## src/sls_cfg.svh

```systemverilog
/*
 * Constants of the status indicator and light level block: register offsets,
 * reset values, encodings and timing figures.
 * Assumes it is included by bare name by the package and the design modules.
 */
`ifndef SLS_CFG_SVH
`define SLS_CFG_SVH

// holding register offsets
`define SLS_OFS_COMM_TIMEOUT      16'h0008
`define SLS_OFS_BUS_TERM          16'h0009
`define SLS_OFS_LIGHT_ACTIVE      16'h0023
`define SLS_OFS_LIGHT_STANDBY     16'h0024
`define SLS_OFS_SOURCE_SEL        16'h004F
`define SLS_OFS_BRIGHTNESS        16'h0050
// input register offsets
`define SLS_OFS_LUX               16'h0029
`define SLS_OFS_LIGHT_STATE       16'h002A

// reset values
`define SLS_RST_COMM_TIMEOUT      16'h0000
`define SLS_RST_BUS_TERM          16'h0000
`define SLS_RST_LIGHT_ACTIVE      16'h01F4
`define SLS_RST_LIGHT_STANDBY     16'h0064
`define SLS_RST_SOURCE_SEL        16'h0000
`define SLS_RST_BRIGHTNESS        16'h0064

// field positions and encodings
`define SLS_BIT_TERM_EN           0
`define SLS_SRC_CO2               16'h0000
`define SLS_SRC_TEMP              16'h0001
`define SLS_SRC_RH                16'h0002
`define SLS_LIGHT_STANDBY         16'h0001
`define SLS_LIGHT_LOW             16'h0002
`define SLS_LIGHT_ACTIVE          16'h0003
`define SLS_BRIGHT_MAX            16'h0064
`define SLS_BRIGHT_STEP           16'h000A
`define SLS_DIM_STEPS             4'h9

// timing
`define SLS_CLK_HZ                10000000
`define SLS_SECOND_MS             1000
`define SLS_BLINK_HALF_MS         500
`define SLS_PWM_SLOT_US           10

`endif

```

## src/sls_pkg.sv

```systemverilog
/*
 * Types shared by the status indicator and light level block.
 * Assumes sls_cfg.svh is available on the include path.
 */
package sls_pkg;
    `include "sls_cfg.svh"

    // display mode, one-hot
    typedef enum logic [3:0] {
        SLS_ST_NORMAL    = 4'b0001,
        SLS_ST_COMM_LOST = 4'b0010,
        SLS_ST_SENS_LOST = 4'b0100,
        SLS_ST_BOOT      = 4'b1000
    } sls_mode_t;
endpackage : sls_pkg

```

## src/sls_status_led.sv

```systemverilog
/*
 * Status indicators and ambient light classification of a room transmitter.
 * Assumes a Modbus frame decoder on mclk_i hands over register accesses and
 * valid-frame pulses, and that measurement and alert inputs come from logic
 * on the same clock.
 */
// Overview of operation
// - green when value inside alert limits
// - steady yellow when value in alert range
// - yellow blinks on bus timeout unless red is lit, timeout nonzero
// - blinking stops once valid communication resumes
// - steady yellow alert beats timeout blinking
// - red at measurement range ends, CO2 alert2
// - red blinks when a sensor is lost
// - bootloader: green and yellow flash alternately
// - firmware download: red flashes as well
// - indicator source defaults CO2, selectable
// - brightness zero to full in tenths
// - illuminance readable in input register
// - master writes standby and active thresholds
// - below standby reports standby
// - above active reports active
// - between thresholds, either one included, reports low intensity
// - register enables bus termination resistor
// - one indicator lit right after reset
`timescale 1ns/1ps
`include "sls_cfg.svh"
module sls_status_led
    import sls_pkg::*;
#(
    parameter int unsigned CYC_PER_SEC = (`SLS_CLK_HZ / 1000) * `SLS_SECOND_MS,
    parameter int unsigned BLINK_CYC   = (`SLS_CLK_HZ / 1000) * `SLS_BLINK_HALF_MS
) (
    input  wire logic               mclk_i,                   // system clock
    input  wire logic               reset_i,                  // async reset, high
    input  wire logic               reg_space_i,              // 1 input regs, 0 holding
    input  wire logic [15:0]        reg_addr_i,               // register number
    input  wire logic               reg_wr_i,                 // write strobe
    input  wire logic               reg_rd_i,                 // read strobe
    input  wire logic [15:0]        reg_wdata_i,              // write data
    output logic      [15:0]        reg_rdata_o,              // read data
    output logic                    reg_ack_o,                // access done
    output logic                    reg_err_o,                // illegal address or write
    input  wire logic               frame_ok_i,               // valid frame seen
    input  wire logic [15:0]        co2_ppm_i,                // CO2 reading
    input  wire logic [15:0]        co2_alert1_i,             // CO2 alert 1 level
    input  wire logic [15:0]        co2_alert2_i,             // CO2 alert 2 level
    input  wire logic signed [15:0] temp_value_i,             // temperature
    input  wire logic signed [15:0] temp_alert_min_i,         // temp alert low limit
    input  wire logic signed [15:0] temp_alert_max_i,         // temp alert high limit
    input  wire logic signed [15:0] temp_range_min_i,         // temp range low end
    input  wire logic signed [15:0] temp_range_max_i,         // temp range high end
    input  wire logic [15:0]        rh_value_i,               // humidity
    input  wire logic [15:0]        rh_alert_min_i,           // rh alert low limit
    input  wire logic [15:0]        rh_alert_max_i,           // rh alert high limit
    input  wire logic [15:0]        rh_range_min_i,           // rh range low end
    input  wire logic [15:0]        rh_range_max_i,           // rh range high end
    input  wire logic [15:0]        lux_i,                    // illuminance in lux
    input  wire logic               sensor_lost_i,            // sensor contact lost
    input  wire logic               boot_mode_i,              // bootloader active
    input  wire logic               fw_download_i,            // firmware loading
    output logic                    led_green_o,              // green indicator
    output logic                    led_yellow_o,             // yellow indicator
    output logic                    led_red_o,                // red indicator
    output logic                    network_bus_terminator_o  // termination on
);
    ////////////////////////////////////////////////////////////////////////////
    // registers
    logic [15:0] comm_timeout_setting;
    logic [15:0] bus_termination_enable;
    logic [15:0] light_active_threshold;
    logic [15:0] light_standby_threshold;
    logic [15:0] indicator_source_select;
    logic [15:0] indicator_brightness;
    logic [15:0] light_state_indication;
    logic [15:0] next_comm_timeout_setting;
    logic [15:0] next_bus_termination_enable;
    logic [15:0] next_light_active_threshold;
    logic [15:0] next_light_standby_threshold;
    logic [15:0] next_indicator_source_select;
    logic [15:0] next_indicator_brightness;
    logic [15:0] next_light_state_indication;
    logic [15:0] next_rdata;
    logic        next_ack;
    logic        next_err;
    logic        hit;

    always_comb begin
        next_comm_timeout_setting    = comm_timeout_setting;
        next_bus_termination_enable  = bus_termination_enable;
        next_light_active_threshold  = light_active_threshold;
        next_light_standby_threshold = light_standby_threshold;
        next_indicator_source_select = indicator_source_select;
        next_indicator_brightness    = indicator_brightness;
        next_rdata                   = reg_rdata_o;
        hit                          = 1'b1;
        if (reg_space_i) begin
            unique case (reg_addr_i)
                `SLS_OFS_LUX:         next_rdata = lux_i;
                `SLS_OFS_LIGHT_STATE: next_rdata = light_state_indication;
                default:              hit = 1'b0;
            endcase
            // input registers are read only
            if (reg_wr_i) begin
                hit = 1'b0;
            end
        end else begin
            unique case (reg_addr_i)
                `SLS_OFS_COMM_TIMEOUT:  next_rdata = comm_timeout_setting;
                `SLS_OFS_BUS_TERM:      next_rdata = bus_termination_enable;
                `SLS_OFS_LIGHT_ACTIVE:  next_rdata = light_active_threshold;
                `SLS_OFS_LIGHT_STANDBY: next_rdata = light_standby_threshold;
                `SLS_OFS_SOURCE_SEL:    next_rdata = indicator_source_select;
                `SLS_OFS_BRIGHTNESS:    next_rdata = indicator_brightness;
                default:                hit = 1'b0;
            endcase
            if (reg_wr_i) begin
                unique case (reg_addr_i)
                    `SLS_OFS_COMM_TIMEOUT:  next_comm_timeout_setting = reg_wdata_i;
                    `SLS_OFS_BUS_TERM:      next_bus_termination_enable = reg_wdata_i;
                    `SLS_OFS_LIGHT_ACTIVE:  next_light_active_threshold = reg_wdata_i;
                    `SLS_OFS_LIGHT_STANDBY: next_light_standby_threshold = reg_wdata_i;
                    `SLS_OFS_SOURCE_SEL:    next_indicator_source_select = reg_wdata_i;
                    `SLS_OFS_BRIGHTNESS:    next_indicator_brightness = reg_wdata_i;
                    default:                ;
                endcase
            end
        end
        if (!reg_rd_i) begin
            next_rdata = reg_rdata_o;
        end
        next_ack = (reg_wr_i || reg_rd_i) && hit;
        next_err = (reg_wr_i || reg_rd_i) && !hit;
        // equal to a threshold counts as low intensity
        if (lux_i < light_standby_threshold) begin
            next_light_state_indication = `SLS_LIGHT_STANDBY;
        end else if (lux_i > light_active_threshold) begin
            next_light_state_indication = `SLS_LIGHT_ACTIVE;
        end else begin
            next_light_state_indication = `SLS_LIGHT_LOW;
        end
    end

    always_ff @(posedge mclk_i or posedge reset_i) begin
        if (reset_i) begin
            comm_timeout_setting     <= `SLS_RST_COMM_TIMEOUT;
            bus_termination_enable   <= `SLS_RST_BUS_TERM;
            light_active_threshold   <= `SLS_RST_LIGHT_ACTIVE;
            light_standby_threshold  <= `SLS_RST_LIGHT_STANDBY;
            indicator_source_select  <= `SLS_RST_SOURCE_SEL;
            indicator_brightness     <= `SLS_RST_BRIGHTNESS;
            light_state_indication   <= `SLS_LIGHT_LOW;
            reg_rdata_o              <= 16'h0000;
            reg_ack_o                <= 1'b0;
            reg_err_o                <= 1'b0;
        end else begin
            comm_timeout_setting     <= next_comm_timeout_setting;
            bus_termination_enable   <= next_bus_termination_enable;
            light_active_threshold   <= next_light_active_threshold;
            light_standby_threshold  <= next_light_standby_threshold;
            indicator_source_select  <= next_indicator_source_select;
            indicator_brightness     <= next_indicator_brightness;
            light_state_indication   <= next_light_state_indication;
            reg_rdata_o              <= next_rdata;
            reg_ack_o                <= next_ack;
            reg_err_o                <= next_err;
        end
    end

    assign network_bus_terminator_o = bus_termination_enable[`SLS_BIT_TERM_EN];

    ////////////////////////////////////////////////////////////////////////////
    // communication timeout and blink timebase
    logic [23:0] sec_cnt;
    logic [23:0] next_sec_cnt;
    logic [15:0] idle_sec;
    logic [15:0] next_idle_sec;
    logic [23:0] blink_cnt;
    logic [23:0] next_blink_cnt;
    logic        blink_phase;
    logic        next_blink_phase;
    logic        comm_seen;
    logic        timed_out;

    always_comb begin
        // any register access is a valid frame as well
        comm_seen        = frame_ok_i || reg_wr_i || reg_rd_i;
        next_sec_cnt     = sec_cnt + 24'h00_0001;
        next_idle_sec    = idle_sec;
        if (sec_cnt == 24'(CYC_PER_SEC - 1)) begin
            next_sec_cnt  = 24'h00_0000;
            next_idle_sec = (idle_sec == 16'hFFFF) ? idle_sec : idle_sec + 16'h0001;
        end
        if (comm_seen) begin
            next_sec_cnt  = 24'h00_0000;
            next_idle_sec = 16'h0000;
        end
        next_blink_cnt   = blink_cnt + 24'h00_0001;
        next_blink_phase = blink_phase;
        if (blink_cnt == 24'(BLINK_CYC - 1)) begin
            next_blink_cnt   = 24'h00_0000;
            next_blink_phase = !blink_phase;
        end
    end

    always_ff @(posedge mclk_i or posedge reset_i) begin
        if (reset_i) begin
            sec_cnt     <= 24'h00_0000;
            idle_sec    <= 16'h0000;
            blink_cnt   <= 24'h00_0000;
            blink_phase <= 1'b0;
        end else begin
            sec_cnt     <= next_sec_cnt;
            idle_sec    <= next_idle_sec;
            blink_cnt   <= next_blink_cnt;
            blink_phase <= next_blink_phase;
        end
    end

    assign timed_out = (comm_timeout_setting != 16'h0000) && (idle_sec >= comm_timeout_setting);

    ////////////////////////////////////////////////////////////////////////////
    // classification of the selected quantity
    logic red_cond;
    logic yel_cond;
    logic grn_cond;

    always_comb begin
        unique case (indicator_source_select)
            `SLS_SRC_TEMP: begin
                red_cond = (temp_value_i <= temp_range_min_i) || (temp_value_i >= temp_range_max_i);
                grn_cond = (temp_value_i >= temp_alert_min_i) && (temp_value_i <= temp_alert_max_i);
            end
            `SLS_SRC_RH: begin
                red_cond = (rh_value_i <= rh_range_min_i) || (rh_value_i >= rh_range_max_i);
                grn_cond = (rh_value_i >= rh_alert_min_i) && (rh_value_i <= rh_alert_max_i);
            end
            default: begin
                // unknown selections fall back to CO2
                red_cond = (co2_ppm_i >= co2_alert2_i);
                grn_cond = (co2_ppm_i < co2_alert1_i);
            end
        endcase
        yel_cond = !red_cond && !grn_cond;
    end

    ////////////////////////////////////////////////////////////////////////////
    // display mode and indicator drive
    sls_mode_t  mode;
    sls_mode_t  next_mode;
    logic       lit_g;
    logic       lit_y;
    logic       lit_r;
    logic       next_lit_g;
    logic       next_lit_y;
    logic       next_lit_r;
    logic [3:0] dim_level;
    logic       dim_open;
    logic [15:0] bright_clip;

    always_comb begin
        if (boot_mode_i) begin
            next_mode = SLS_ST_BOOT;
        end else if (sensor_lost_i) begin
            next_mode = SLS_ST_SENS_LOST;
        end else if (timed_out) begin
            next_mode = SLS_ST_COMM_LOST;
        end else begin
            next_mode = SLS_ST_NORMAL;
        end
        next_lit_g = 1'b0;
        next_lit_y = 1'b0;
        next_lit_r = 1'b0;
        unique case (mode)
            SLS_ST_BOOT: begin
                next_lit_g = blink_phase;
                next_lit_y = !blink_phase;
                next_lit_r = fw_download_i && blink_phase;
            end
            SLS_ST_SENS_LOST: begin
                next_lit_r = blink_phase;
            end
            SLS_ST_COMM_LOST: begin
                next_lit_r = red_cond;
                next_lit_y = yel_cond || (!red_cond && blink_phase);
            end
            default: begin
                next_lit_r = red_cond;
                next_lit_y = yel_cond;
                next_lit_g = grn_cond && !red_cond;
            end
        endcase
        bright_clip = (indicator_brightness > `SLS_BRIGHT_MAX) ? `SLS_BRIGHT_MAX : indicator_brightness;
        dim_level   = 4'(bright_clip / `SLS_BRIGHT_STEP);
    end

    always_ff @(posedge mclk_i or posedge reset_i) begin
        if (reset_i) begin
            mode         <= SLS_ST_NORMAL;
            lit_g        <= 1'b0;
            lit_y        <= 1'b0;
            lit_r        <= 1'b0;
            led_green_o  <= 1'b0;
            led_yellow_o <= 1'b0;
            led_red_o    <= 1'b0;
        end else begin
            mode         <= next_mode;
            lit_g        <= next_lit_g;
            lit_y        <= next_lit_y;
            lit_r        <= next_lit_r;
            led_green_o  <= lit_g && dim_open;
            led_yellow_o <= lit_y && dim_open;
            led_red_o    <= lit_r && dim_open;
        end
    end

    sls_dimmer u_dimmer (
        .mclk_i  (mclk_i),
        .reset_i (reset_i),
        .level_i (dim_level),
        .open_o  (dim_open)
    );

    ////////////////////////////////////////////////////////////////////////////
    // checks
    chk_term_write: assert property (@(posedge mclk_i) disable iff (reset_i)
        (reg_wr_i && !reg_space_i && reg_addr_i == `SLS_OFS_BUS_TERM)
        |=> network_bus_terminator_o == $past(reg_wdata_i[`SLS_BIT_TERM_EN]))
        else $error("termination does not follow its register");
    chk_standby_state: assert property (@(posedge mclk_i) disable iff (reset_i)
        (lux_i < light_standby_threshold) |=> light_state_indication == `SLS_LIGHT_STANDBY)
        else $error("standby not reported");
    chk_active_state: assert property (@(posedge mclk_i) disable iff (reset_i)
        (lux_i >= light_standby_threshold && lux_i > light_active_threshold)
        |=> light_state_indication == `SLS_LIGHT_ACTIVE)
        else $error("active not reported");
    chk_low_state: assert property (@(posedge mclk_i) disable iff (reset_i)
        (lux_i >= light_standby_threshold && lux_i <= light_active_threshold)
        |=> light_state_indication == `SLS_LIGHT_LOW)
        else $error("low intensity not reported");
    chk_boot_alternate: assert property (@(posedge mclk_i) disable iff (reset_i)
        boot_mode_i [*3] |-> lit_g != lit_y)
        else $error("boot flashing not alternating");
    chk_comm_restore: assert property (@(posedge mclk_i) disable iff (reset_i)
        frame_ok_i |-> ##2 mode != SLS_ST_COMM_LOST)
        else $error("timeout blinking after valid frame");
    chk_alert_steady: assert property (@(posedge mclk_i) disable iff (reset_i)
        (mode == SLS_ST_COMM_LOST && yel_cond) |=> lit_y)
        else $error("timeout blink hides yellow alert");
    chk_single_steady: assert property (@(posedge mclk_i) disable iff (reset_i)
        (mode == SLS_ST_NORMAL) |=> $onehot({lit_g, lit_y, lit_r}))
        else $error("normal mode not exactly one indicator");
    chk_sensor_red: assert property (@(posedge mclk_i) disable iff (reset_i)
        (mode == SLS_ST_SENS_LOST) |=> (!lit_g && !lit_y && lit_r == $past(blink_phase)))
        else $error("sensor loss not blinking red");
    chk_reg_answer: assert property (@(posedge mclk_i) disable iff (reset_i)
        (reg_wr_i || reg_rd_i) |=> (reg_ack_o != reg_err_o))
        else $error("register access unanswered");

    cov_boot_download: cover property (@(posedge mclk_i) disable iff (reset_i)
        mode == SLS_ST_BOOT && lit_r);
    cov_comm_blink: cover property (@(posedge mclk_i) disable iff (reset_i)
        mode == SLS_ST_COMM_LOST && !yel_cond && lit_y);
    cov_sensor_lost: cover property (@(posedge mclk_i) disable iff (reset_i)
        mode == SLS_ST_SENS_LOST && lit_r);
    cov_light_active: cover property (@(posedge mclk_i) disable iff (reset_i)
        light_state_indication == `SLS_LIGHT_ACTIVE);
endmodule : sls_status_led

```

## src/sls_dimmer.sv

```systemverilog
/*
 * Brightness gate: ten equal slots per period, the first level_i slots open.
 * Assumes level_i is 0..10 and comes from logic on mclk_i.
 */
`timescale 1ns/1ps
`include "sls_cfg.svh"
module sls_dimmer
    import sls_pkg::*;
#(
    parameter int unsigned SLOT_CYC = (`SLS_CLK_HZ / 1000000) * `SLS_PWM_SLOT_US
) (
    input  wire logic       mclk_i,   // system clock
    input  wire logic       reset_i,  // async reset, high
    input  wire logic [3:0] level_i,  // brightness in tenths
    output logic            open_o    // gate for the indicators
);
    logic [7:0] slot_cnt;
    logic [7:0] next_slot_cnt;
    logic [3:0] step;
    logic [3:0] next_step;
    logic       next_open;

    always_comb begin
        next_slot_cnt = slot_cnt + 8'h01;
        next_step     = step;
        if (slot_cnt == 8'(SLOT_CYC - 1)) begin
            next_slot_cnt = 8'h00;
            next_step     = (step == `SLS_DIM_STEPS) ? 4'h0 : step + 4'h1;
        end
        next_open = (next_step < level_i);
    end

    always_ff @(posedge mclk_i or posedge reset_i) begin
        if (reset_i) begin
            slot_cnt <= 8'h00;
            step     <= 4'h0;
            open_o   <= 1'b0;
        end else begin
            slot_cnt <= next_slot_cnt;
            step     <= next_step;
            open_o   <= next_open;
        end
    end

    chk_dim_full_on: assert property (@(posedge mclk_i) disable iff (reset_i)
        (level_i == 4'hA) [*2] |-> open_o)
        else $error("dimmer closed at full brightness");
    chk_dim_zero_off: assert property (@(posedge mclk_i) disable iff (reset_i)
        (level_i == 4'h0) [*2] |-> !open_o)
        else $error("dimmer open at zero brightness");
endmodule : sls_dimmer

```

## config.mk

```make
export PLATFORM = sky130hd
export DESIGN_NAME = sls_status_led
export DESIGN_NICKNAME = d
export VERILOG_FILES = /design/src/sls_pkg.sv /design/src/sls_status_led.sv /design/src/sls_dimmer.sv
export VERILOG_INCLUDE_DIRS = /design/src
export SDC_FILE = /design/constraint.sdc
export NUM_CORES = 1
export LEC_CHECK = 0
export BUFFER_PORTS_ARGS = -buffer_cell sky130_fd_sc_hd__buf_2
export CAP_MARGIN = 40
export CORE_UTILIZATION = 45
export CTS_CLUSTER_DIAMETER = 60
export DETAILED_ROUTE_END_ITERATION = 10
export PLACE_DENSITY_LB_ADDON = 0.1
export SYNTH_ARGS = -nofsm -noshare
export SYNTH_HDL_FRONTEND = slang
export SYNTH_SLANG_ARGS = --single-unit
```

## constraint.sdc

```tcl
create_clock -name mclk_i -period 11.65 [get_ports mclk_i]
set_clock_uncertainty 0.1 [all_clocks]
set_input_delay 2.33 -clock mclk_i [delete_from_list [all_inputs] [get_ports mclk_i]]
set_output_delay 2.33 -clock mclk_i [all_outputs]
set_load 0.01 [all_outputs]
```

; ---- Word-level counts from Yosys, hierarchy flattened
; Index checks and enable logic that the tools add are counted.
[op_classes]
n_lt_le_gt_ge = 15
mux = 27
addsub = 5
n_div = 1
bitwise_logic = 1
reduce_logical = 36
eq_ne = 20
[op_table]
columns = cell, count
row1 = 16-bit >= comparator, 6
row2 = 16-bit case mux with 6 select lines, 1
row3 = 16-bit two-way mux, 5
row4 = 24-bit two-way mux, 3
row5 = "16-bit by 6-bit == test with 1-bit output, second input constant", 4
row6 = 16-bit less-or-equal comparator, 4
row7 = "24-bit by 1-bit adder with 24-bit output, second input constant", 2
row8 = "16-bit by 4-bit == test with 1-bit output, second input constant", 2
row9 = "16-bit by 7-bit == test with 1-bit output, second input constant", 2
row10 = 16-bit less-than comparator, 2
row11 = 16-bit case mux with 2 select lines, 1
row12 = "24-bit by 23-bit == test with 1-bit output, second input constant", 1
row13 = "24-bit == test, second input constant", 1
row14 = 3-bit AND reduction, 7
row15 = "16-bit by 1-bit adder with 16-bit output, second input constant", 1
row16 = "16-bit by 4-bit divider with 16-bit output, second input constant", 1
row17 = "16-bit by 1-bit == test with 1-bit output, second input constant", 1
row18 = "16-bit == test, second input constant", 1
row19 = "16-bit by 2-bit == test with 1-bit output, second input constant", 1
row20 = 16-bit > comparator, 1
row21 = "16-bit by 7-bit > comparator with 1-bit output, second input constant", 1
row22 = 16-bit nonzero test, 1
row23 = 1-bit logical AND, 12
row24 = 4-bit two-way mux, 3
row25 = other kinds (23), 41
[totals]
output_inout_bits = 22
regBits = 218

; ---- Depth between registers and ports, before layout
[logic_depth]
ltp_word = 7
mapped_depth = 11
depth_no_buf = 11

; ---- Cells and area by module
; A second synthesis with hierarchy kept.
[unflattened]
cells_unflattened = 1605
hier_area_um2 = 14745.4
[modules_own_cells]
columns = module, instances, seq_area_each_um2, area_per_inst_um2, cells_each
row1 = sls_status_led, 1, 4797.1, 14007.2, 1537
row2 = sls_dimmer, 1, 325.3, 738.2, 68

; ---- Least setup slack after synthesis
; OpenSTA, ideal clock, no wires.
[synth_timing]
kind = input to register
from = in reg_addr_i[13]
to = reg comm_timeout_setting[0]
n_path_buf = 1
path_slack_ns = 6.747
t_arrival_ns = 4.676
stages = 8
required_ns = 11.423
cell_sequence = or4_1 or3_4 or4b_1 or3_1 inv_1 nand2_2 buf_6 mux2_1
[synth_between]
elab_chain_len = 2
[synth_lines]
columns = item, line_no
row1 = start: declaration, sls_status_led.sv:37  ; input wire logic [15:0] reg_addr_i,
row2 = 16-bit by 4-bit == test with 1-bit output, sls_status_led.sv:118  ; unique case (reg_addr_i)
row3 = 3-bit AND reduction (no line), n/a
row4 = end signal: assignment, sls_status_led.sv:146  ; comm_timeout_setting <= `SLS_RST_COMM_TIMEOUT;
row5 = end signal: assignment, sls_status_led.sv:157  ; comm_timeout_setting <= next_comm_timeout_setting;
row6 = end: declaration, sls_status_led.sv:69  ; logic [15:0] comm_timeout_setting;
; No other way between the ends.
; A chain may end at the register's enable or synchronous reset.

; ---- Worst setup path in the final report
[layout_timing]
from = in reg_addr_i[13]
to = reg reg_rdata_o[6]
[layout_between]
elab_chain_len = 3
[layout_lines]
columns = item, line_no
row1 = 16-bit by 7-bit == test with 1-bit output (tied with other cells), sls_status_led.sv:108  ; unique case (reg_addr_i)
row2 = 16-bit case mux with 6 select lines (tied with other cells), sls_status_led.sv:108
row3 = 16-bit two-way mux or 3-bit AND reduction (tied branches), n/a
row4 = end signal: assignment, sls_status_led.sv:164  ; reg_rdata_o <= next_rdata;
row5 = end: declaration, sls_status_led.sv:41  ; output logic [15:0] reg_rdata_o,
; Several ways; a longest one is shown, not always the timed one.

==> impl_metrics.py <==
metrics = {
    "hold_path": {
        "hold_path.class": "reg -> reg",
        "holdCritStartpoint": "lit_y",
    },
    "synthesis": {
        "synth_cell_types": 71,
        "synth-simple-area-share_pct": 16.6,
        "synth.net_count": 2105,
        "synthArstFlopShare_pct": 100,
        "synth_flop_cell": "dfrtp_1",
        "synth_fa_ha_area_share_pct": 18.1,
        "synth_area_sq_um": 14700,
        "synthMuxAreaShare_pct": 6.48,
        "seq_area_frac_synth_pct": 34.8,
        "synth_top_family_by_area": "adder cells",
        "synthCells": 1627,
        "synth_edf_count": 0,
        "ys_seq_elements": 204,
        "synth_compound_area_share_pct": 13.6,
        "avgSynthCellArea_sq_um": 9.05,
        "ys_warn_count": 0,
        "synthXorXnorAreaFrac_pct": 3.75,
    },
    "critical_path": {
        "cp-startpoint": "reg_addr_i[13]",
        "crit_type": "in -> reg",
        "crit_arrival_ps": 5090,
        "required_ps": 11950,
        "r2r-start": "indicator_source_select[11]",
        "startpoint_type": "primary input",
        "cp_max_fo": 26,
        "end_kind": "flip-flop",
    },
    "clock_network": {
        "cts_htree_levels": 1,
        "cts_tree": "done",
        "insertion_delay_ps": 520,
        "cts_buffers": 24,
        "hold_buffers": 0,
        "clockBufferDepth": 3,
        "clockRootBuffer": "clkbuf_16",
        "clock_sinks": 204,
        "ctsResizeCount": 0,
        "post-cts-setup-buffer-count": 0,
        "cts.clk_slew.worst_paths_ps": 60,
    },
    "route": {
        "first_iter_violations": 665,
        "vias_per_cell": 5.40,
        "wl_per_cell_um": 17.0,
        "route.detailed.drc": 0,
        "first_pass_iters": 6,
        "ant_nets": 0,
        "routed_wirelength_um": 40300,
        "vias": 12800,
    },
    "placement": {
        "dpl.hpwl_um": 32400,
        "dpl_cell_area_sq_um": 16600,
        "place.gp.congestion": 0.903,
        "placedCellCount": 2324,
        "io_buffers": 286,
    },
    "floorplanning": {
        "std_cell_rows": 65,
        "die_y_um": 183,
        "die_area_sq_um": 33500,
        "start_util_pct": 46.2,
        "coreArea_sq_um": 31900,
        "die_x_um": 183,
        "io_pins": 287,
    },
    "power": {
        "p_leak_nw": 9.04,
        "peakVddDrop_uv": 116,
        "power.density_nw_per_um2": 98.1,
    },
    "cells_and_area": {
        "finish.utilization_pct": 54.8,
        "fin_cells": 2370,
        "final_cell_mix": "buf_2, inv_1, ha_1",
        "fin_area_sq_um": 17500,
        "nNetsFinal": 2393,
        "drive_gt1_share_pct": 22.8,
        "syn2layout_area_growth_pct": 18.6,
        "final_common_cell": "buf_2",
    },
    "sta": {
        "rsz0062_at_grt": "false",
        "worst_hold_slack_ps": 354,
        "setup_viol": 0,
        "setup-tns-final_ps": 0,
        "tightest_slew_ps": 946,
        "max_freq_ghz": 0.208,
        "fin_crit_sh_pct": 41.2,
        "slew_viol_final": 0,
        "hold_viol_final": 0,
        "relSlewSlack_pct": 36.5,
        "period_minus_slack_ps": 4800,
    },
    "status": {
        "status": "finished, final reports clean",
    },
    "flow_run": {
        "cap_violations": 0,
    },
    "global_route": {
        "grt_max_degree": 94,
        "grt_pass1_wl_um": 64100,
        "grt_pass1_vias": 12400,
        "grt_overflow_total": 0,
        "antenna_found_initial": 4,
        "grt_usage_pct": 23.9,
    },
}
## worst max-delay path, stage by stage
cell and delay, ps:
buf_2 90, or4_1 540, or3_4 370, or4b_1 520, nor3b_2 190, buf_4 280, nor2_1 80, a21oi_1 170
o21ai_2 160, buf_8 210, nand2_1 70, o21ai_1 60
## where the power goes
part	switching [mW]	total, mW	internal, mW
clock	0.304	0.765	0.461
sequential	0.00183	0.714	0.712
combinational	0.134	0.235	0.101
## worst paths after layout
| kind | to | slack (ps) | cells past startpoint |
|---|---|---|---|
| setup / recovery | reg_rdata_o[6] | 6850 | 12 |
| hold / removal | led_yellow_o | 350 | 1 |
| setup reg to reg | lit_g | 8700 | 6 |
| hold reg to reg | led_yellow_o | 350 | 1 |
| max in group asynchronous | u_dimmer.step[1] | 8430 | 3 |
| min in group asynchronous | sec_cnt[2] | 1800 | 2 |
## Yosys cell counts, types with 23 or more instances
master | instances | area share, %
inv_1 | 217 | 5.5
a21o_1 | 23 | 1.2
nor3_1 | 24 | 0.82
o21ai_0 | 78 | 2.7
xnor2_1 | 24 | 1.4
dfrtp_1 | 190 | 32
nor2_1 | 111 | 2.8
a21oi_1 | 90 | 3.1
ha_1 | 213 | 18
xor2_1 | 39 | 2.3
nand4_1 | 49 | 2.1
mux2_2 | 72 | 5.5
nand3_1 | 44 | 1.5
nand2_1 | 142 | 3.6
## state kept, by name (all words and copies together), names as in the netlist, 16 cells and up
register	flops
blink_cnt	24
light_active_threshold	16
reg_rdata_o	16
idle_sec	16
indicator_source_select	16
indicator_brightness	16
bus_termination_enable	16
light_standby_threshold	16
sec_cnt	24
comm_timeout_setting	16
## layer usage
layer | part of all wire, % | vias to the layer above | GRT usage (%)
li1 | - | 6333 | -
met2 | 47 | 383 | 41.3
met5 | 0.032 | - | 0
met3 | 5.1 | 79 | 2.64
met4 | 3.4 | 2 | 9.73
met1 | 44 | 5997 | 30.6
## layout make-up
cell class,instances,area (sq um)
Fill cell,2991,14400
Clock buffer,31,688
Tap cell,435,544
Sequential cell,204,5120
Clock inverter,12,121
Antenna cell,3,7.51
Multi-Input combinational cell,1171,8640
Inverter,217,822
Timing Repair Buffer,297,1520
## stage by stage
stage | power (mW) | setup slack, ps
floorplan | 0.854 | 3680
global placement | 0.957 | 6110
detailed placement | 0.962 | 6340
CTS | 1.73 | 6880
global route | 1.79 | 6710
finish | 1.71 | 6850
## cells by family after synthesis
kind of cell,count (synthesis)
muxes,85
adders and majority gates,213
and+or+nand+nor,490
xor gates and xnor gates,63
buffers and inverters,252
DFF,204
AOI/OAI and AO/OA,320
Power figures use the tool's default switching activity.
